File: config.mk
export PLATFORM = sky130hd
export DESIGN_NAME = pstc_top
export DESIGN_NICKNAME = d
export VERILOG_FILES = /design/src/hw/pstc_pkg.sv /design/src/hw/pstc_step_if.sv /design/src/hw/pstc_top.sv /design/src/hw/pstc_step_timer.sv
export VERILOG_INCLUDE_DIRS = /design/src /design/src/hw
export SDC_FILE = /design/constraint.sdc
export NUM_CORES = 1
export LEC_CHECK = 0
export BUFFER_PORTS_ARGS = -buffer_cell sky130_fd_sc_hd__buf_2
export CORE_MARGIN = 8
export CORE_UTILIZATION = 50
export CTS_CLUSTER_DIAMETER = 80
export CTS_CLUSTER_SIZE = 10
export DETAILED_ROUTE_END_ITERATION = 8
export GPL_TIMING_DRIVEN = 0
export PLACE_DENSITY = 0.9
export SYNTH_ARGS = -nofsm -noshare
export SYNTH_HDL_FRONTEND = slang
export SYNTH_SLANG_ARGS = --single-unit
File: constraint.sdc
create_clock -name ref_clk -period 2.8 [get_ports ref_clk]
set_clock_uncertainty 0.1 [all_clocks]
set_input_delay 0.14 -clock ref_clk [delete_from_list [all_inputs] [get_ports ref_clk]]
set_output_delay 0.14 -clock ref_clk [all_outputs]
set_load 0.1 [all_outputs]
File: src/hw/pstc_map.svh
// register offsets, field positions, reset values and timing counts of the power sequencer
`ifndef PSTC_MAP_SVH
`define PSTC_MAP_SVH
`define PSTC_OFF_CTRL      12'h000
`define PSTC_OFF_REQ       12'h004
`define PSTC_OFF_STATE     12'h008
`define PSTC_OFF_STATUS    12'h00C
`define PSTC_OFF_MASK      12'h010
`define PSTC_OFF_MASKED    12'h014
`define PSTC_CTRL_FORCED   0
`define PSTC_REQ_KIND_LSB  0
`define PSTC_REQ_ARG_LSB   4
`define PSTC_FLAG_REG_ERR  0
`define PSTC_FLAG_ACT_BAD  1
`define PSTC_FLAG_CLK_BAD  2
`define PSTC_FLAG_SLP_BAD  3
`define PSTC_RST_MASK      4'h0
`define PSTC_STEP_NS       100
`define PSTC_CLK_NS        25
`define PSTC_STEP_CYC      ((`PSTC_STEP_NS + `PSTC_CLK_NS - 1) / `PSTC_CLK_NS)
`endif

File: src/hw/pstc_pkg.sv
// types shared by the power sequencer files
package pstc_pkg;
	typedef enum logic [2:0] {
		PSTC_KIND_NONE, PSTC_KIND_STATE, PSTC_KIND_LEVEL, PSTC_KIND_REG,
		PSTC_KIND_SLEEP_KEEP, PSTC_KIND_SLEEP_DIRECT, PSTC_KIND_LIGHT, PSTC_KIND_SHUTDOWN
	} pstc_kind_t;
	typedef enum logic [2:0] {
		PSTC_ACTIVE, PSTC_STEP, PSTC_WAIT_CLK, PSTC_DEEP, PSTC_LIGHT, PSTC_OFF
	} pstc_mode_t;
endpackage

File: src/hw/pstc_step_if.sv
// carries one regulator or level step request and its completion
`timescale 1ns/1ps
`default_nettype none
interface pstc_step_if;
	logic go;
	logic done;
	modport ctl (output go, input done);
	modport tmr (input go, output done);
endinterface
`default_nettype wire

File: src/hw/pstc_top.sv
// power state sequencer with apb registers and interrupt
//
// Local design decisions: the register offsets and register access over APB.
`timescale 1ns/1ps
`default_nettype none
`include "pstc_map.svh"
// Overview of operation
// - reset into linear regulator, level zero
// - linear0 to switching1 passes linear1 first
// - core level moves both ways
// - level change keeps regulator type
// - regulator change keeps level
// - deep sleep only from linear regulator
// - preserved entry restores prior state on wake
// - direct deep sleep restores nothing
// - busy clocks hold off entry by default
// - forced mode halts busy clocks
// - unforced entry waits for clock release
// - four flags, all cleared together by a status read
// - per-flag enable gates the interrupt
module pstc_top (
	input  wire logic        ref_clk,
	input  wire logic        reset,
	input  wire logic        psel,
	input  wire logic        penable,
	input  wire logic        pwrite,
	input  wire logic [11:0] paddr,
	input  wire logic [31:0] pwdata,
	output logic      [31:0] prdata,
	output logic             pready,
	output logic             pslverr,
	input  wire logic        clk_request_busy,
	input  wire logic        wake_event,
	input  wire logic        regulator_fault,
	output logic             switching_regulator_select,
	output logic             core_level_one,
	output logic             deep_sleep_entry,
	output logic             light_sleep_entry,
	output logic             shutdown_entry,
	output logic             clock_halt,
	output logic             irq
);
	logic [3:0] flags;
	logic [3:0] mask;
	logic       forced_entry_on;
	logic       cur_sw;
	logic       cur_lvl;
	logic       tgt_sw;
	logic       tgt_lvl;
	logic       keep_sw;
	logic       keep_lvl;
	logic       keep_valid;
	logic       sleep_pending_keep;
	pstc_pkg::pstc_kind_t pend_kind;
	pstc_pkg::pstc_mode_t mode;
	pstc_step_if step ();

	pstc_step_timer u_timer (
		.ref_clk (ref_clk),
		.reset   (reset),
		.step    (step)
	);

	// apb decode
	wire       acc       = psel && penable;
	wire       wr_acc    = acc && pwrite;
	wire       rd_acc    = acc && !pwrite;
	wire       hit_ctrl  = paddr == `PSTC_OFF_CTRL;
	wire       hit_req   = paddr == `PSTC_OFF_REQ;
	wire       hit_state = paddr == `PSTC_OFF_STATE;
	wire       hit_stat  = paddr == `PSTC_OFF_STATUS;
	wire       hit_mask  = paddr == `PSTC_OFF_MASK;
	wire       hit_mskd  = paddr == `PSTC_OFF_MASKED;
	wire       mapped    = hit_ctrl | hit_req | hit_state | hit_stat | hit_mask | hit_mskd;
	wire [2:0] req_kind  = pwdata[`PSTC_REQ_KIND_LSB +: 3];
	wire [1:0] req_arg   = pwdata[`PSTC_REQ_ARG_LSB +: 2];
	wire       req_new   = wr_acc && hit_req && pready == 1'b0;
	wire       status_rd = rd_acc && hit_stat && pready == 1'b0;

	// read mux; state word shows mode, level, regulator and keep state
	wire [31:0] rd_word =
		hit_ctrl  ? {31'h0, forced_entry_on} :
		hit_state ? {24'h0, 1'b0, mode, keep_valid, 1'b0, cur_sw, cur_lvl} :
		hit_stat  ? {28'h0, flags} :
		hit_mask  ? {28'h0, mask} :
		hit_mskd  ? {28'h0, flags & mask} :
		32'h0;

	// request classification
	wire in_active  = mode == pstc_pkg::PSTC_ACTIVE;
	wire is_state   = req_kind == 3'(pstc_pkg::PSTC_KIND_STATE);
	wire is_level   = req_kind == 3'(pstc_pkg::PSTC_KIND_LEVEL);
	wire is_reg     = req_kind == 3'(pstc_pkg::PSTC_KIND_REG);
	wire is_keep    = req_kind == 3'(pstc_pkg::PSTC_KIND_SLEEP_KEEP);
	wire is_direct  = req_kind == 3'(pstc_pkg::PSTC_KIND_SLEEP_DIRECT);
	wire is_light   = req_kind == 3'(pstc_pkg::PSTC_KIND_LIGHT);
	wire is_shut    = req_kind == 3'(pstc_pkg::PSTC_KIND_SHUTDOWN);
	wire is_active_req = is_state | is_level | is_reg;
	wire is_sleep_req  = is_keep | is_direct | is_light | is_shut;
	// direct deep sleep from switching is not a single legal step
	wire direct_bad = is_direct && cur_sw;
	wire bad_active = req_new && (!in_active || req_kind == 3'(pstc_pkg::PSTC_KIND_NONE)) && is_active_req;
	wire bad_sleep  = req_new && is_sleep_req && (!in_active || direct_bad);
	wire bad_kind   = req_new && req_kind == 3'(pstc_pkg::PSTC_KIND_NONE);
	wire accept     = req_new && in_active && !bad_kind && !direct_bad;
	// targets: level keeps regulator, regulator keeps level
	wire new_sw  = is_state ? req_arg[1] : is_reg ? req_arg[0] : cur_sw;
	wire new_lvl = is_state ? req_arg[0] : is_level ? req_arg[0] : cur_lvl;

	// stepping toward the target one field at a time
	wire need_lvl   = tgt_lvl != cur_lvl;
	wire need_sw    = tgt_sw != cur_sw;
	// level changes are made on the linear regulator when going up to switching or down from it
	wire lvl_first  = need_lvl && (!cur_sw || !need_sw);
	wire at_target  = !need_lvl && !need_sw;
	wire sleep_ok   = !clk_request_busy || forced_entry_on;
	wire sleep_kind = pend_kind != pstc_pkg::PSTC_KIND_NONE;
	wire flag_ev_act = bad_active | bad_kind;
	wire flag_ev_slp = bad_sleep;
	wire flag_ev_clk = mode == pstc_pkg::PSTC_WAIT_CLK && clk_request_busy && !forced_entry_on && req_new;
	wire [3:0] flag_set = {flag_ev_slp, flag_ev_clk, flag_ev_act, regulator_fault};
	wire [3:0] flag_clr = status_rd ? flags : 4'h0;

	// apb slave: one wait state, then ready for one cycle
	always_ff @(posedge ref_clk) begin
		if (reset) begin
			pready  <= 1'b0;
			pslverr <= 1'b0;
			prdata  <= 32'h0;
		end else begin
			pready  <= acc && !pready;
			pslverr <= acc && !pready && !mapped;
			prdata  <= (rd_acc && !pready) ? rd_word : 32'h0;
		end
	end

	// control registers
	always_ff @(posedge ref_clk) begin
		if (reset) begin
			forced_entry_on <= 1'b0;
			mask            <= `PSTC_RST_MASK;
		end else if (wr_acc && !pready) begin
			if (hit_ctrl) forced_entry_on <= pwdata[`PSTC_CTRL_FORCED];
			if (hit_mask) mask <= pwdata[3:0];
		end
	end

	// sticky flags: read of status clears, a new event in that cycle wins
	always_ff @(posedge ref_clk) begin
		if (reset) begin
			flags <= 4'h0;
		end else begin
			flags <= (flags & ~flag_clr) | flag_set;
		end
	end

	// sequencer
	always_ff @(posedge ref_clk) begin
		if (reset) begin
			mode               <= pstc_pkg::PSTC_ACTIVE;
			cur_sw             <= 1'b0;
			cur_lvl            <= 1'b0;
			tgt_sw             <= 1'b0;
			tgt_lvl            <= 1'b0;
			keep_sw            <= 1'b0;
			keep_lvl           <= 1'b0;
			keep_valid         <= 1'b0;
			sleep_pending_keep <= 1'b0;
			pend_kind          <= pstc_pkg::PSTC_KIND_NONE;
			step.go            <= 1'b0;
		end else begin
			step.go <= 1'b0;
			unique case (mode)
				pstc_pkg::PSTC_ACTIVE: begin
					if (accept && is_active_req) begin
						tgt_sw  <= new_sw;
						tgt_lvl <= new_lvl;
						mode    <= pstc_pkg::PSTC_STEP;
						step.go <= 1'b1;
					end else if (accept && is_sleep_req) begin
						pend_kind <= pstc_pkg::pstc_kind_t'(req_kind);
						keep_valid <= is_keep;
						keep_sw    <= cur_sw;
						keep_lvl   <= cur_lvl;
						// deep sleep needs the linear regulator at the same level
						tgt_sw  <= is_keep ? 1'b0 : cur_sw;
						tgt_lvl <= cur_lvl;
						mode    <= pstc_pkg::PSTC_STEP;
						step.go <= 1'b1;
					end
				end
				pstc_pkg::PSTC_STEP: begin
					if (step.done) begin
						if (lvl_first) begin
							cur_lvl <= tgt_lvl;
						end else if (need_sw) begin
							cur_sw <= tgt_sw;
						end
						if ((lvl_first && need_sw) || (!lvl_first && need_sw && need_lvl)) begin
							step.go <= 1'b1;
						end else if (sleep_kind) begin
							mode <= pstc_pkg::PSTC_WAIT_CLK;
						end else begin
							mode <= pstc_pkg::PSTC_ACTIVE;
						end
					end else if (at_target) begin
						mode <= sleep_kind ? pstc_pkg::PSTC_WAIT_CLK : pstc_pkg::PSTC_ACTIVE;
					end
				end
				pstc_pkg::PSTC_WAIT_CLK: begin
					if (sleep_ok) begin
						unique case (pend_kind)
							pstc_pkg::PSTC_KIND_LIGHT:    mode <= pstc_pkg::PSTC_LIGHT;
							pstc_pkg::PSTC_KIND_SHUTDOWN: mode <= pstc_pkg::PSTC_OFF;
							default:                      mode <= pstc_pkg::PSTC_DEEP;
						endcase
					end
				end
				pstc_pkg::PSTC_DEEP, pstc_pkg::PSTC_LIGHT: begin
					if (wake_event) begin
						pend_kind  <= pstc_pkg::PSTC_KIND_NONE;
						keep_valid <= 1'b0;
						if (keep_valid) begin
							tgt_sw  <= keep_sw;
							tgt_lvl <= keep_lvl;
							mode    <= pstc_pkg::PSTC_STEP;
							step.go <= 1'b1;
						end else begin
							mode <= pstc_pkg::PSTC_ACTIVE;
						end
					end
				end
				pstc_pkg::PSTC_OFF: begin
					mode <= pstc_pkg::PSTC_OFF;
				end
				default: mode <= pstc_pkg::PSTC_ACTIVE;
			endcase
		end
	end

	// registered pin outputs
	always_ff @(posedge ref_clk) begin
		if (reset) begin
			switching_regulator_select <= 1'b0;
			core_level_one             <= 1'b0;
			deep_sleep_entry           <= 1'b0;
			light_sleep_entry          <= 1'b0;
			shutdown_entry             <= 1'b0;
			clock_halt                 <= 1'b0;
			irq                        <= 1'b0;
		end else begin
			switching_regulator_select <= cur_sw;
			core_level_one             <= cur_lvl;
			deep_sleep_entry           <= mode == pstc_pkg::PSTC_DEEP && !cur_sw;
			light_sleep_entry          <= mode == pstc_pkg::PSTC_LIGHT;
			shutdown_entry             <= mode == pstc_pkg::PSTC_OFF;
			clock_halt                 <= mode == pstc_pkg::PSTC_WAIT_CLK && forced_entry_on && clk_request_busy;
			irq                        <= |(flags & mask);
		end
	end
endmodule
`default_nettype wire

File: src/hw/pstc_step_timer.sv
// settling timer for one regulator or level step
`timescale 1ns/1ps
`default_nettype none
`include "pstc_map.svh"
module pstc_step_timer (
	input  wire logic ref_clk,
	input  wire logic reset,
	pstc_step_if.tmr  step
);
	localparam int unsigned CYC = `PSTC_STEP_CYC;
	logic [7:0] cnt;
	logic       busy;

	// counts one settling interval after go
	always_ff @(posedge ref_clk) begin
		if (reset) begin
			cnt       <= 8'h00;
			busy      <= 1'b0;
			step.done <= 1'b0;
		end else begin
			step.done <= 1'b0;
			// a new go restarts the count so a stale interval never ends a fresh step early
			if (step.go) begin
				busy <= 1'b1;
				cnt  <= 8'(CYC - 1);
			end else if (busy) begin
				if (cnt == 8'h00) begin
					busy      <= 1'b0;
					step.done <= 1'b1;
				end else begin
					cnt <= cnt - 8'h01;
				end
			end
		end
	end
endmodule
`default_nettype wire

After elaboration in Yosys (flattened, before gate mapping)
Index checks and enable logic that the tools add are counted.

Flip-flop bits (word level): 74. Input bits: 52. Output and inout port bits: 41.

$add $sub $neg: 1. Equality and inequality tests: 30. Mux-type cells: 54. Bitwise operators: 21. Reduce and logical (&&, ||, !) cells: 75.

Operators with widths (number): logical AND 1 bit (33); two-way mux 3 bit (10); two-way mux 1 bit (28); == test 12 x 4 -> 1 bit (second input constant) (2); == test 12 x 5 -> 1 bit (second input constant) (2); == test 3 bit (second input constant) (8); two-way mux 4 bit (4); one-hot mux 3 bit (5 select lines) (1); == test 12 x 3 -> 1 bit (second input constant) (1); == test 3 x 2 -> 1 bit (second input constant) (4); zero test 1 bit (12); zero test 12 bit (1); one-hot mux 3 bit (2 select lines) (2); AND reduction 4 bit (3); bitwise OR 1 bit (11); inequality test 2 bit (second input constant) (5); bitwise AND 4 bit (2); zero test 8 bit (1); two-way mux 2 bit (4); AND reduction 2 bit (4); OR reduction 4 bit (2); subtractor 8 x 1 -> 8 bit (second input constant) (1); two-way mux 7 bit (1); == test 3 x 1 -> 1 bit (second input constant) (2); 19 further kinds (37).

Depth between registers and ports, before layout
Gate-level depths: netlist of the first run.

Depth in word-level cells: 12. Depth in mapped cells: 7. Gate-level depth less buffers: 7.

Modules after synthesis
From an unflattened synthesis of the first run, not the netlist that was laid out.

Cell total of the unflattened synthesis: 306. Area, all modules: 2693.8 µm².

By module, submodules not included: pstc_top (times used 1, cells each 245, area each 2152.1 µm², seq. area each 780.7 µm²); pstc_step_timer (times used 1, cells each 61, area each 541.8 µm², seq. area each 200.2 µm²).

Worst setup path after synthesis of the first run
Ideal clock, no wire load.

Path type: reg-to-reg. From: register pready. To: register tgt_lvl. Setup time: 101 ps. Arrival: 1939 ps. Required time: 2599 ps. Path slack: 660 ps. Cell stages (with the launch flop): 6. Path buffers: 0. Clock period less this slack: 2140 ps. Cells stage by stage: dfxtp_1 and4b_1 nand4_4 nor4_1 mux2i_1 o41ai_1.

Word-level cells in the longest chain between the ends: 9.

Ends and longest elaborated chain: start, declared (line pstc_top.sv:30) `output logic pready,`; start signal, assigned (line pstc_top.sv:131) `pready <= acc && !pready;`; inverter 1 bit (*) (line pstc_top.sv:77) `wire req_new = wr_acc && hit_req && pready == 1'b0;`; logical AND 1 bit (*) (line pstc_top.sv:77); logical AND 1 bit (line pstc_top.sv:104) `wire bad_kind = req_new && req_kind == 3'(pstc_pkg::PSTC_KIND_NONE);`; zero test 1 bit (line pstc_top.sv:105) `wire accept = req_new && in_active && !bad_kind && !direct_bad;`; logical AND 1 bit (*) (2 in series) (line pstc_top.sv:105); logical AND 1 bit, on equally long branches (line pstc_top.sv:175, pstc_top.sv:180); inequality test 3 x 1 -> 1 bit (no line) / two-way mux 1 bit (equally long branches); AND reduction 4 bit (no line) / one-hot mux 1 bit (2 select lines) (equally long branches); end signal, assigned (line pstc_top.sv:177) `tgt_lvl <= new_lvl;`; end signal, assigned (line pstc_top.sv:187) `tgt_lvl <= cur_lvl;`; end signal, assigned (line pstc_top.sv:225) `tgt_lvl <= keep_lvl;`; end, declared (line pstc_top.sv:49) `logic tgt_lvl;`.

Every way passes the cells marked *; elsewhere a longest branch is shown, timed or not. A chain may end at the register's enable or synchronous reset.

Worst setup path after layout of the first run
From: register u_timer.cnt[0]. To: register u_timer.cnt[5].

Word-level cells in the longest chain between the ends: 3.

Ends and longest elaborated chain: start, declared (line pstc_step_timer.sv:11) `logic [7:0] cnt;`; start signal, assigned (line pstc_step_timer.sv:25) `cnt <= 8'(CYC - 1);`; start signal, assigned (line pstc_step_timer.sv:31) `cnt <= cnt - 8'h01;`; parallel branches: the longest is 3 deep, another holds subtractor 8 x 1 -> 8 bit.

Parallel ways; which one is timed is not known.

==> results of run 1 <==
layer usage:
layer	GRT usage, %	vias to the layer above	part of all wire, %
met5	0	-	0
met4	8.295	0	2.6
met3	3.157	14	7.9
met2	26.68	104	47
met1	20.72	1108	43
li1	-	1199	-
synthesized netlist by cell type (all sizes together) (3+ instances only):
| cell type | count |
|---|---|
| a22oi | 4 |
| inv | 11 |
| nand2 | 22 |
| xnor2 | 3 |
| o2bb2ai | 3 |
| xor2 | 4 |
| clkbuf | 10 |
| o21ai | 11 |
| dfxtp | 49 |
| a21oi | 19 |
| nand2b | 6 |
| and2 | 7 |
| buf | 32 |
| nand4 | 3 |
| nor2b | 7 |
| ha | 3 |
| a21boi | 4 |
| o21bai | 3 |
| nor2 | 33 |
| nand3b | 6 |
| nor3 | 13 |
| nand3 | 8 |
| nor4 | 6 |
| nor4b | 4 |
| mux2i | 10 |
path summary, 6_finish.rpt:
path / from / to / slack, ns / cells past startpoint
hold / removal: psel / pready / 0.04 / 3
setup reg to reg: u_timer.cnt[0] / u_timer.cnt[5] / 0.76 / 7
setup / recovery: u_timer.cnt[0] / u_timer.cnt[5] / 0.76 / 7
hold reg to reg: mask[3] / mask[3] / 0.38 / 2
cells by family after synthesis:
group	synth area share, %
AND/OR/NAND/NOR	27.42
XOR/XNOR	2.317
AO/OA/AOI/OAI	15.89
adder cells (fa/ha/maj)	1.419
other	0.1417
multiplexers	4.208
buffers and inverters	11.54
flip-flops	37.07
stage by stage:
stage | power, uW | instance area (sq um) | util, % | hold slack (ns)
floorplan | 934.2 | 2736 | - | 0.1574
global placement | 964.8 | 3009 | 58.92 | 0.2485
detailed placement | 967.1 | 3009 | 58.92 | 0.2600
CTS | 1483 | 3159 | 61.86 | 0.03588
global route | 1529 | 3159 | 61.86 | 0.06329
finish | 1481 | 3159 | 61.86 | 0.03763
state kept, by name (all words and copies together) (netlist names), 3 cells and up:
name         count
mode             3
mask             4
prdata           7
flags            4
u_timer.cnt      8
pend_kind        3
placed cells by master (no fill, tap or decap), types with 11 or more instances in the layout:
cell type  synthesis  final
nand2_1           22     22
conb_1             1     25
inv_1             11     11
buf_2              4     41
nor2_1            33     33
a21oi_1           19     19
dfxtp_1           49     49
buf_4             25     25
nor3_1            11     11
critical path: stages, from the launching register on:
cell,delay (ns)
dfxtp_1,0.39
inv_1,0.09
ha_1,0.20
nor2b_1,0.14
a2111oi_1,0.63
nand2_1,0.15
xor2_1,0.17
nor2_1,0.11
report_power, final:
group	leakage, uW	switching, uW	internal [uW]
combinational	0.000880	206	52.8
sequential	0.000395	1.41	698
clock	0.0000574	232	290
total	0.00133	439	1040
cell type report:
| class | count | area, sq um |
|---|---|---|
| fill | 446 | 1948 |
| multi-input combinational | 237 | 1450 |
| sequential | 49 | 980.9 |
| buffer | 42 | 264.0 |
| timing repair buffer | 40 | 215.2 |
| tap | 70 | 87.58 |
| clock buffer | 6 | 82.58 |
| inverter | 11 | 41.29 |
| clock inverter | 2 | 37.54 |
==> metrics.md, run 1 <==
| Metric | Value |
|---|---|
| Slew Limit Fails | 0 |
| Worst-case vdd ir drop | 0.2946 mV |
| Primary FF master, synth | dfxtp_1 |
| Final setup violation count | 0 |
| Wire per inst | 13.95 um |
| IO Pins | 93 |
| WL final | 6376 um |
| Hold WC Path Type | in -> reg |
| Synth top area cells | dfxtp_1, buf_4, nor2_1 |
| Endpoints failing hold | 0 |
| Max-cap viol count | 0 |
| Fin nets | 441 |
| Root Buffer Master | clkbuf_8 |
| Num CTS Buffers | 5 |
| DP Wirelength | 4767 um |
| Initial DRC Count | 210 |
| Clk sinks | 49 |
| Post-synthesis cell count | 315 |
| Fin crit share | 72.78% |
| Yosys warns | 0 |
| Static Leak | 0.001333 uW |
| P per Cell Area | 468.7 mW/mm^2 |
| Clk Latency, worst-skew pair | 0.31 ns |
| Mean area per synthesized cell | 8.401 sq um |
| Port Buf Inserts | 37 |
| Least-Margin Pin Slew | 0.8111 ns |
| Share of cells above drive strength 1 | 21.45% |
| Cell taking the most area after synthesis | dfxtp_1 |
| Register area share after synthesis | 37.07% |
| Setup_tns | 0 ns |
| Diodes inserted | 0 |
| H-tree depth | 2 |
| CP Class | reg -> reg |
| Area Growth Syn to Fin | 19.39% |
| Largest net degree at the start of global routing | 16 |
| Finished Layout Cells | 457 |
| DIE AREA | 0.007877 sq mm |
| Nature of the critical path endpoint | flop |
| Die H | 88.75 um |
| RSZ-0062 raised after global routing | no |
| Post-synth EDFFs | 0 |
| Worst path required time | 2.94 ns |
| Initial Util | 51.81% |
| DRT Pass-1 Iters | 4 |
| Critical path launch point type | flop |
| Area fraction of the dominant cell type after synthesis | 37.07% |
| DR DRC count | 0 |
| # rows | 26 |
| First-pass GRT wire length | 10450 um |
| Via count | 2425 |
| Async SR Flop Fraction | 0% |
| Rel. slew slack | 45.16% |
| TritonCTS clock tree | yes |
| Post-synthesis cell type count | 64 |
| Vias in the first global route | 2360 |
| Chip width | 88.75 um |
| Post-cts sizing count | 0 |
| Total GRT Usage | 16.65% |
| Worst setup margin | 0.7622 ns |
| Post CTS Setup Buffer Count | 0 |
| Core Area | 0.005107 sq mm |
| Tmin final | 2.038 ns |
| Critical Path AT | 2.17 ns |
| Cell Area, Synth | 0.002646 sq mm |
| Status | complete, no violations |
| Initial antenna violation count | 0 |
| DR vias/cell | 5.306 |
| GRT overflow | 0 |
| Pre-CTS setup slack | 0.8001 ns |
| CP max FO | 3 |
| GP Congestion | 0.9099 |
| Fmax | 0.4907 GHz |
| FF+latch count, synth | 49 |
| CTS hold repair buffers | 3 |
| Worst-path clk slew | 0.09 ns |
| Antenna viol nets, final | 0 |
| DP Cell Count | 446 |
| Clock buffer depth | 2 |
Note: power is estimated with default switching activity, not from simulation.
==> run 2: changes to the inputs <==
CORE_UTILIZATION = 45   (was 50)
PLACE_DENSITY = 0.86   (was 0.9)
clock period = 1.68 ns   (was 2.8 ns; I/O delays follow)
==> metrics.md, run 2 (same netlist as run 1, synthesis figures left out) <==
| Metric | Value |
|---|---|
| Worst-case vdd ir drop | 0.3770 mV |
| DP Wirelength | 4782 um |
| GR Layer Usage met3 | 4.531% |
| Max-cap viol count | 0 |
| Initial DRC Count | 162 |
| Final setup violation count | 10 |
| DIE AREA | 0.008591 sq mm |
| Clk sinks | 49 |
| Static Leak | 0.001448 uW |
| Util after Layout | 59.08% |
| CP Class | reg -> reg |
| R2R Path Start | pready |
| Vias in the first global route | 2380 |
| Status | finished, violations left |
| Worst path required time | 1.76 ns |
| Slew Limit Fails | 0 |
| Critical Path AT | 1.82 ns |
| Routing usage on met2 | 26.64% |
| Worst hold stages | 3 |
| CP Cell Sequence | and4b_2, nand4_4, nor3_4, buf_6, mux2i_1, nor2_1 |
| Critical path launch point type | flop |
| Fin nets | 452 |
| HP Start | pwrite |
| WHS Endpoint | prdata[0] |
| P per Cell Area | 725.8 mW/mm^2 |
| Worst setup margin | -0.05662 ns |
| Register-to-register setup slack | -0.06 ns |
| Post-Layout Inst Area | 0.003436 sq mm |
| GRT Max-Usage Layer | met2 |
| Tmin final | 1.737 ns |
| Rel. slew slack | 59.10% |
| IO Pins | 93 |
| Total GRT Usage | 15.60% |
| Max reg flops | 8 |
| Area Growth Syn to Fin | 29.83% |
| DP Area | 0.003038 sq mm |
| Most common cell after layout, fill and taps aside | dfxtp_1 |
| Chip width | 92.69 um |
| Worst flop-to-flop path endpoint | keep_sw |
| Clk Latency, worst-skew pair | 0.31 ns |
| Fin crit share | 103.4% |
| DRT Pass-1 Iters | 5 |
| DP Cell Count | 451 |
| H-tree depth | 2 |
| Fmax | 0.5758 GHz |
| DR vias/cell | 5.230 |
| Initial Util | 45.50% |
| Least-Margin Pin Slew | 0.6079 ns |
| Met1 usage | 18.19% |
| TritonCTS clock tree | yes |
| GP Congestion | 0.9024 |
| WL final | 6814 um |
| Regs by FF count | u_timer.cnt: 8 flops, prdata: 7 flops |
| Port Buf Inserts | 37 |
| Most frequent cells in the layout | dfxtp_1, buf_2, nor2_1, buf_4, conb_1 |
| Largest net degree at the start of global routing | 15 |
| Failing checks | negative setup slack |
| Reg with most FFs | u_timer.cnt |
| Diodes inserted | 0 |
| Core Area | 0.005816 sq mm |
| Num CTS Buffers | 5 |
| Clock buffer depth | 2 |
| Finished Layout Cells | 473 |
| RSZ-0062 raised after global routing | yes |
| Slowest stage cell, crit path | dfxtp_4 |
| Share of cells above drive strength 1 | 31.16% |
| Nature of the critical path endpoint | flop |
| Initial antenna violation count | 0 |
| First-pass GRT wire length | 11010 um |
| R2R cell count | 6 |
| CP max FO | 5 |
| Endpoints failing hold | 0 |
| Setup_tns | -0.3172 ns |
| Via count | 2474 |
| GRT overflow | 0 |
| DR DRC count | 0 |
| Worst-path clk slew | 0.09 ns |
| Antenna viol nets, final | 0 |
| Die H | 92.69 um |
| Wire per inst | 14.41 um |
| Hold WC Path Type | in -> reg |
| Root Buffer Master | clkbuf_8 |
| Slowest stage delay, CP | 0.35 ns |
| # rows | 28 |
[run 2: worst max path at each step]
stage	from	end	slack [ns]	cells after the start
2_1_floorplan	pready	keep_lvl	-0.08	5
3_3_place_gp	paddr[7]	keep_sw	-0.24	8
3_5_place_dp	paddr[7]	keep_sw	-0.28	8
4_1_cts	pready	keep_sw	-0.04	6
5_1_grt	mode[0]	keep_sw	-0.16	8
6_report	pready	keep_sw	-0.06	6
[run 2: critical path: cells and delay by family, from the launching register on]
family | cells | cell delay, ns
simple gates | 4 | 0.84
flops | 1 | 0.35
buf+inv | 1 | 0.13
mux | 1 | 0.19
[run 2: area by class of cell]
cell class              instances  area [sq um]
fillers                       522          2380
multi-input cells             237          1600
flip-flops and latches         49         996.0
repair buffers                 51         310.3
plain buffers                  42         277.8
well taps                      75         93.84
clock buffers                   7         86.33
inverters                      11         41.29
clock inverters                 1         30.03
[run 2: routing by layer]
layer | up-vias | part of all wire [%]
li1 | 1222 | -
met1 | 1154 | 42
met2 | 90 | 49
met3 | 8 | 7.5
met4 | 0 | 1.0
met5 | - | 0
[run 2: stage by stage]
step | worst slack [ns] | total power, uW | hold slack (ns)
2_1_floorplan | -0.08429 | 1557 | 0.1014
3_3_place_gp | -0.2445 | 1609 | 0.1949
3_5_place_dp | -0.2766 | 1614 | 0.2098
4_1_cts | -0.03945 | 2494 | 0.004710
5_1_grt | -0.1631 | 2576 | 0.008038
6_report | -0.05662 | 2494 | 0.005236
[run 2: timing repair]
action | CTS | global route
hold endpoints to repair | 4 | 0
pin swaps | 8 | 13
setup endpoints to repair | 20 | 21
gates cloned | 0 | 0
resized for setup | 22 | 24
setup buffers | 7 | 2
hold buffers | 5 | 0
[run 2: power breakdown]
part           internal, uW  switching [uW]  leakage [uW]
Sequential             1160            2.15      0.000400
Combinational          94.0             349      0.000990
Clock                   486             402     0.0000585
==> run 3: changes to the inputs <==
CTS_CLUSTER_SIZE = 24   (was 10)
GPL_TIMING_DRIVEN = unset   (was 0)
==> metrics.md, run 3 (same netlist as run 1, synthesis figures left out) <==
| Metric | Value |
|---|---|
| Worst-path clk slew | 0.09 ns |
| Total power | 2241 uW |
| Slew Limit Fails | 0 |
| First-pass GRT wire length | 11190 um |
| Initial Util | 45.50% |
| Wire per inst | 15.66 um |
| Regs by FF count | u_timer.cnt: 8 flops, prdata: 7 flops |
| Worst setup margin | -0.1102 ns |
| Least-Margin Pin Slew | 0.6489 ns |
| Hold WC Path Type | in -> reg |
| DR DRC count | 0 |
| H-tree depth | 2 |
| Fmax | 0.5586 GHz |
| Root Buffer Master | clkbuf_8 |
| Slowest stage cell, crit path | dfxtp_4 |
| Diodes inserted | 0 |
| Most frequent cells in the layout | dfxtp_1, buf_2, buf_4 |
| Fin crit share | 106.6% |
| CP top delay family | simple AND/OR/NAND/NOR gates |
| Hold Worst Slack | 0.02280 ns |
| Initial DRC Count | 193 |
| RSZ-0062 raised after global routing | yes |
| Nature of the critical path endpoint | flop |
| Area Growth Syn to Fin | 26.57% |
| CP Cell Sequence | and4b_2, nand4_4, buf_4, o22a_1, a31oi_1, o32ai_2 |
| Total GRT Usage | 15.79% |
| Port Buf Inserts | 41 |
| DR vias/cell | 5.342 |
| Core Area | 0.005816 sq mm |
| FILL cells | 513 |
| Util after Layout | 57.59% |
| Worst-case vdd ir drop | 0.3977 mV |
| DIE AREA | 0.008591 sq mm |
| WL final | 7233 um |
| Number of buffers and inverters on the critical path | 1 |
| Critical path launch point type | flop |
| Antenna viol nets, final | 0 |
| Pre-CTS setup slack | -0.1481 ns |
| Rel. slew slack | 56.74% |
| # rows | 28 |
| Slowest stage delay, CP | 0.36 ns |
| Share of cells above drive strength 1 | 30.75% |
| Clk sinks | 49 |
| Setup_tns | -0.2423 ns |
| DP Wirelength | 4986 um |
| DRT Pass-1 Iters | 4 |
| Most common cell after layout, fill and taps aside | dfxtp_1 |
| Worst path required time | 1.75 ns |
| Chip width | 92.69 um |
| Fin nets | 441 |
| Largest net degree at the start of global routing | 16 |
| Die H | 92.69 um |
| Failing checks | negative setup slack |
| Tmin final | 1.790 ns |
| TritonCTS clock tree | yes |
| IO Pins | 93 |
| P per Cell Area | 669.1 mW/mm^2 |
| Static Leak | 0.001394 uW |
| Clk Latency, worst-skew pair | 0.30 ns |
| Clock buffer depth | 2 |
| GRT overflow | 0 |
| Final setup violation count | 3 |
| Num CTS Buffers | 5 |
| CP max FO | 4 |
| Reg with most FFs | u_timer.cnt |
| Max-cap viol count | 0 |
| GP Congestion | 0.9417 |
| Endpoints failing hold | 0 |
| Max reg flops | 8 |
| Status | finished, violations left |
| Initial antenna violation count | 0 |
| Via count | 2468 |
| Critical Path AT | 1.86 ns |
| Vias in the first global route | 2467 |
| CP Class | reg -> reg |
==> run 3: cell types whose count changed in the layout (fill, tap and decap cells not counted), moves of 2 or more <==
cell and delta:
dfxtp_2 -5, clkinvlp_4 +2, dfxtp_4 +2, clkbuf_1 -8
clkbuf_2 -2, dfxtp_1 +3, buf_2 +4, buf_1 -2
==> run 3: worst paths after layout <==
| check | endpoint | cells past startpoint | slack (ns) | start |
|---|---|---|---|---|
| worst max-delay path | tgt_sw | 6 | -0.11 | pready |
| worst min-delay path | mode[2] | 4 | 0.02 | wake_event |
| worst max register to register | tgt_sw | 6 | -0.11 | pready |
| worst min register to register | flags[3] | 2 | 0.39 | flags[3] |
==> run 3: area by class of cell <==
type / instances / area [sq um] / share of cell area (%)
clock buffer: 6 / 72.57 / 2.167
sequential: 49 / 997.2 / 29.77
tap: 75 / 93.84 / 2.802
timing repair buffer: 82 / 531.8 / 15.88
clock inverter: 2 / 15.01 / 0.4483
multi-input combinational: 237 / 1598 / 47.70
inverter: 11 / 41.29 / 1.233
==> run 3: worst register-to-register path: stages (launching register included) <==
cell and delay (ns):
dfxtp_4 0.36, and4b_2 0.33, nand4_4 0.18, buf_4 0.19
o22a_1 0.15, a31oi_1 0.22, o32ai_2 0.13
==> run 3: power by group <==
group | leakage [uW] | internal (uW) | switching [uW]
clock | 0.0000374 | 294 | 385
combinational | 0.000958 | 58.6 | 343
sequential | 0.000399 | 1160 | 2.45
total | 0.00139 | 1510 | 731
==> run 3: timing repair <==
item	in CTS	in global routing
gates resized for setup	16	20
hold endpoints to repair	4	0
pin swaps	3	8
setup buffers	1	3
cloned	0	1
hold buffers	5	0
setup endpoints to repair	16	22
==> run 3: per-stage QoR <==
stage / cells / cell area [sq um]
after CTS: 459 / 3254
after global routing: 462 / 3349
after floorplan: 339 / 2759
after global placement: 445 / 3034
final: 462 / 3349
after detailed placement: 445 / 3034
==> run 3: layer usage <==
layer	track usage, %	vias up	routed length [um]
met4	6.577	0	157
met2	27.12	93	3584
met1	17.82	1163	2929
met5	0	-	0
li1	-	1197	-
met3	4.693	15	560
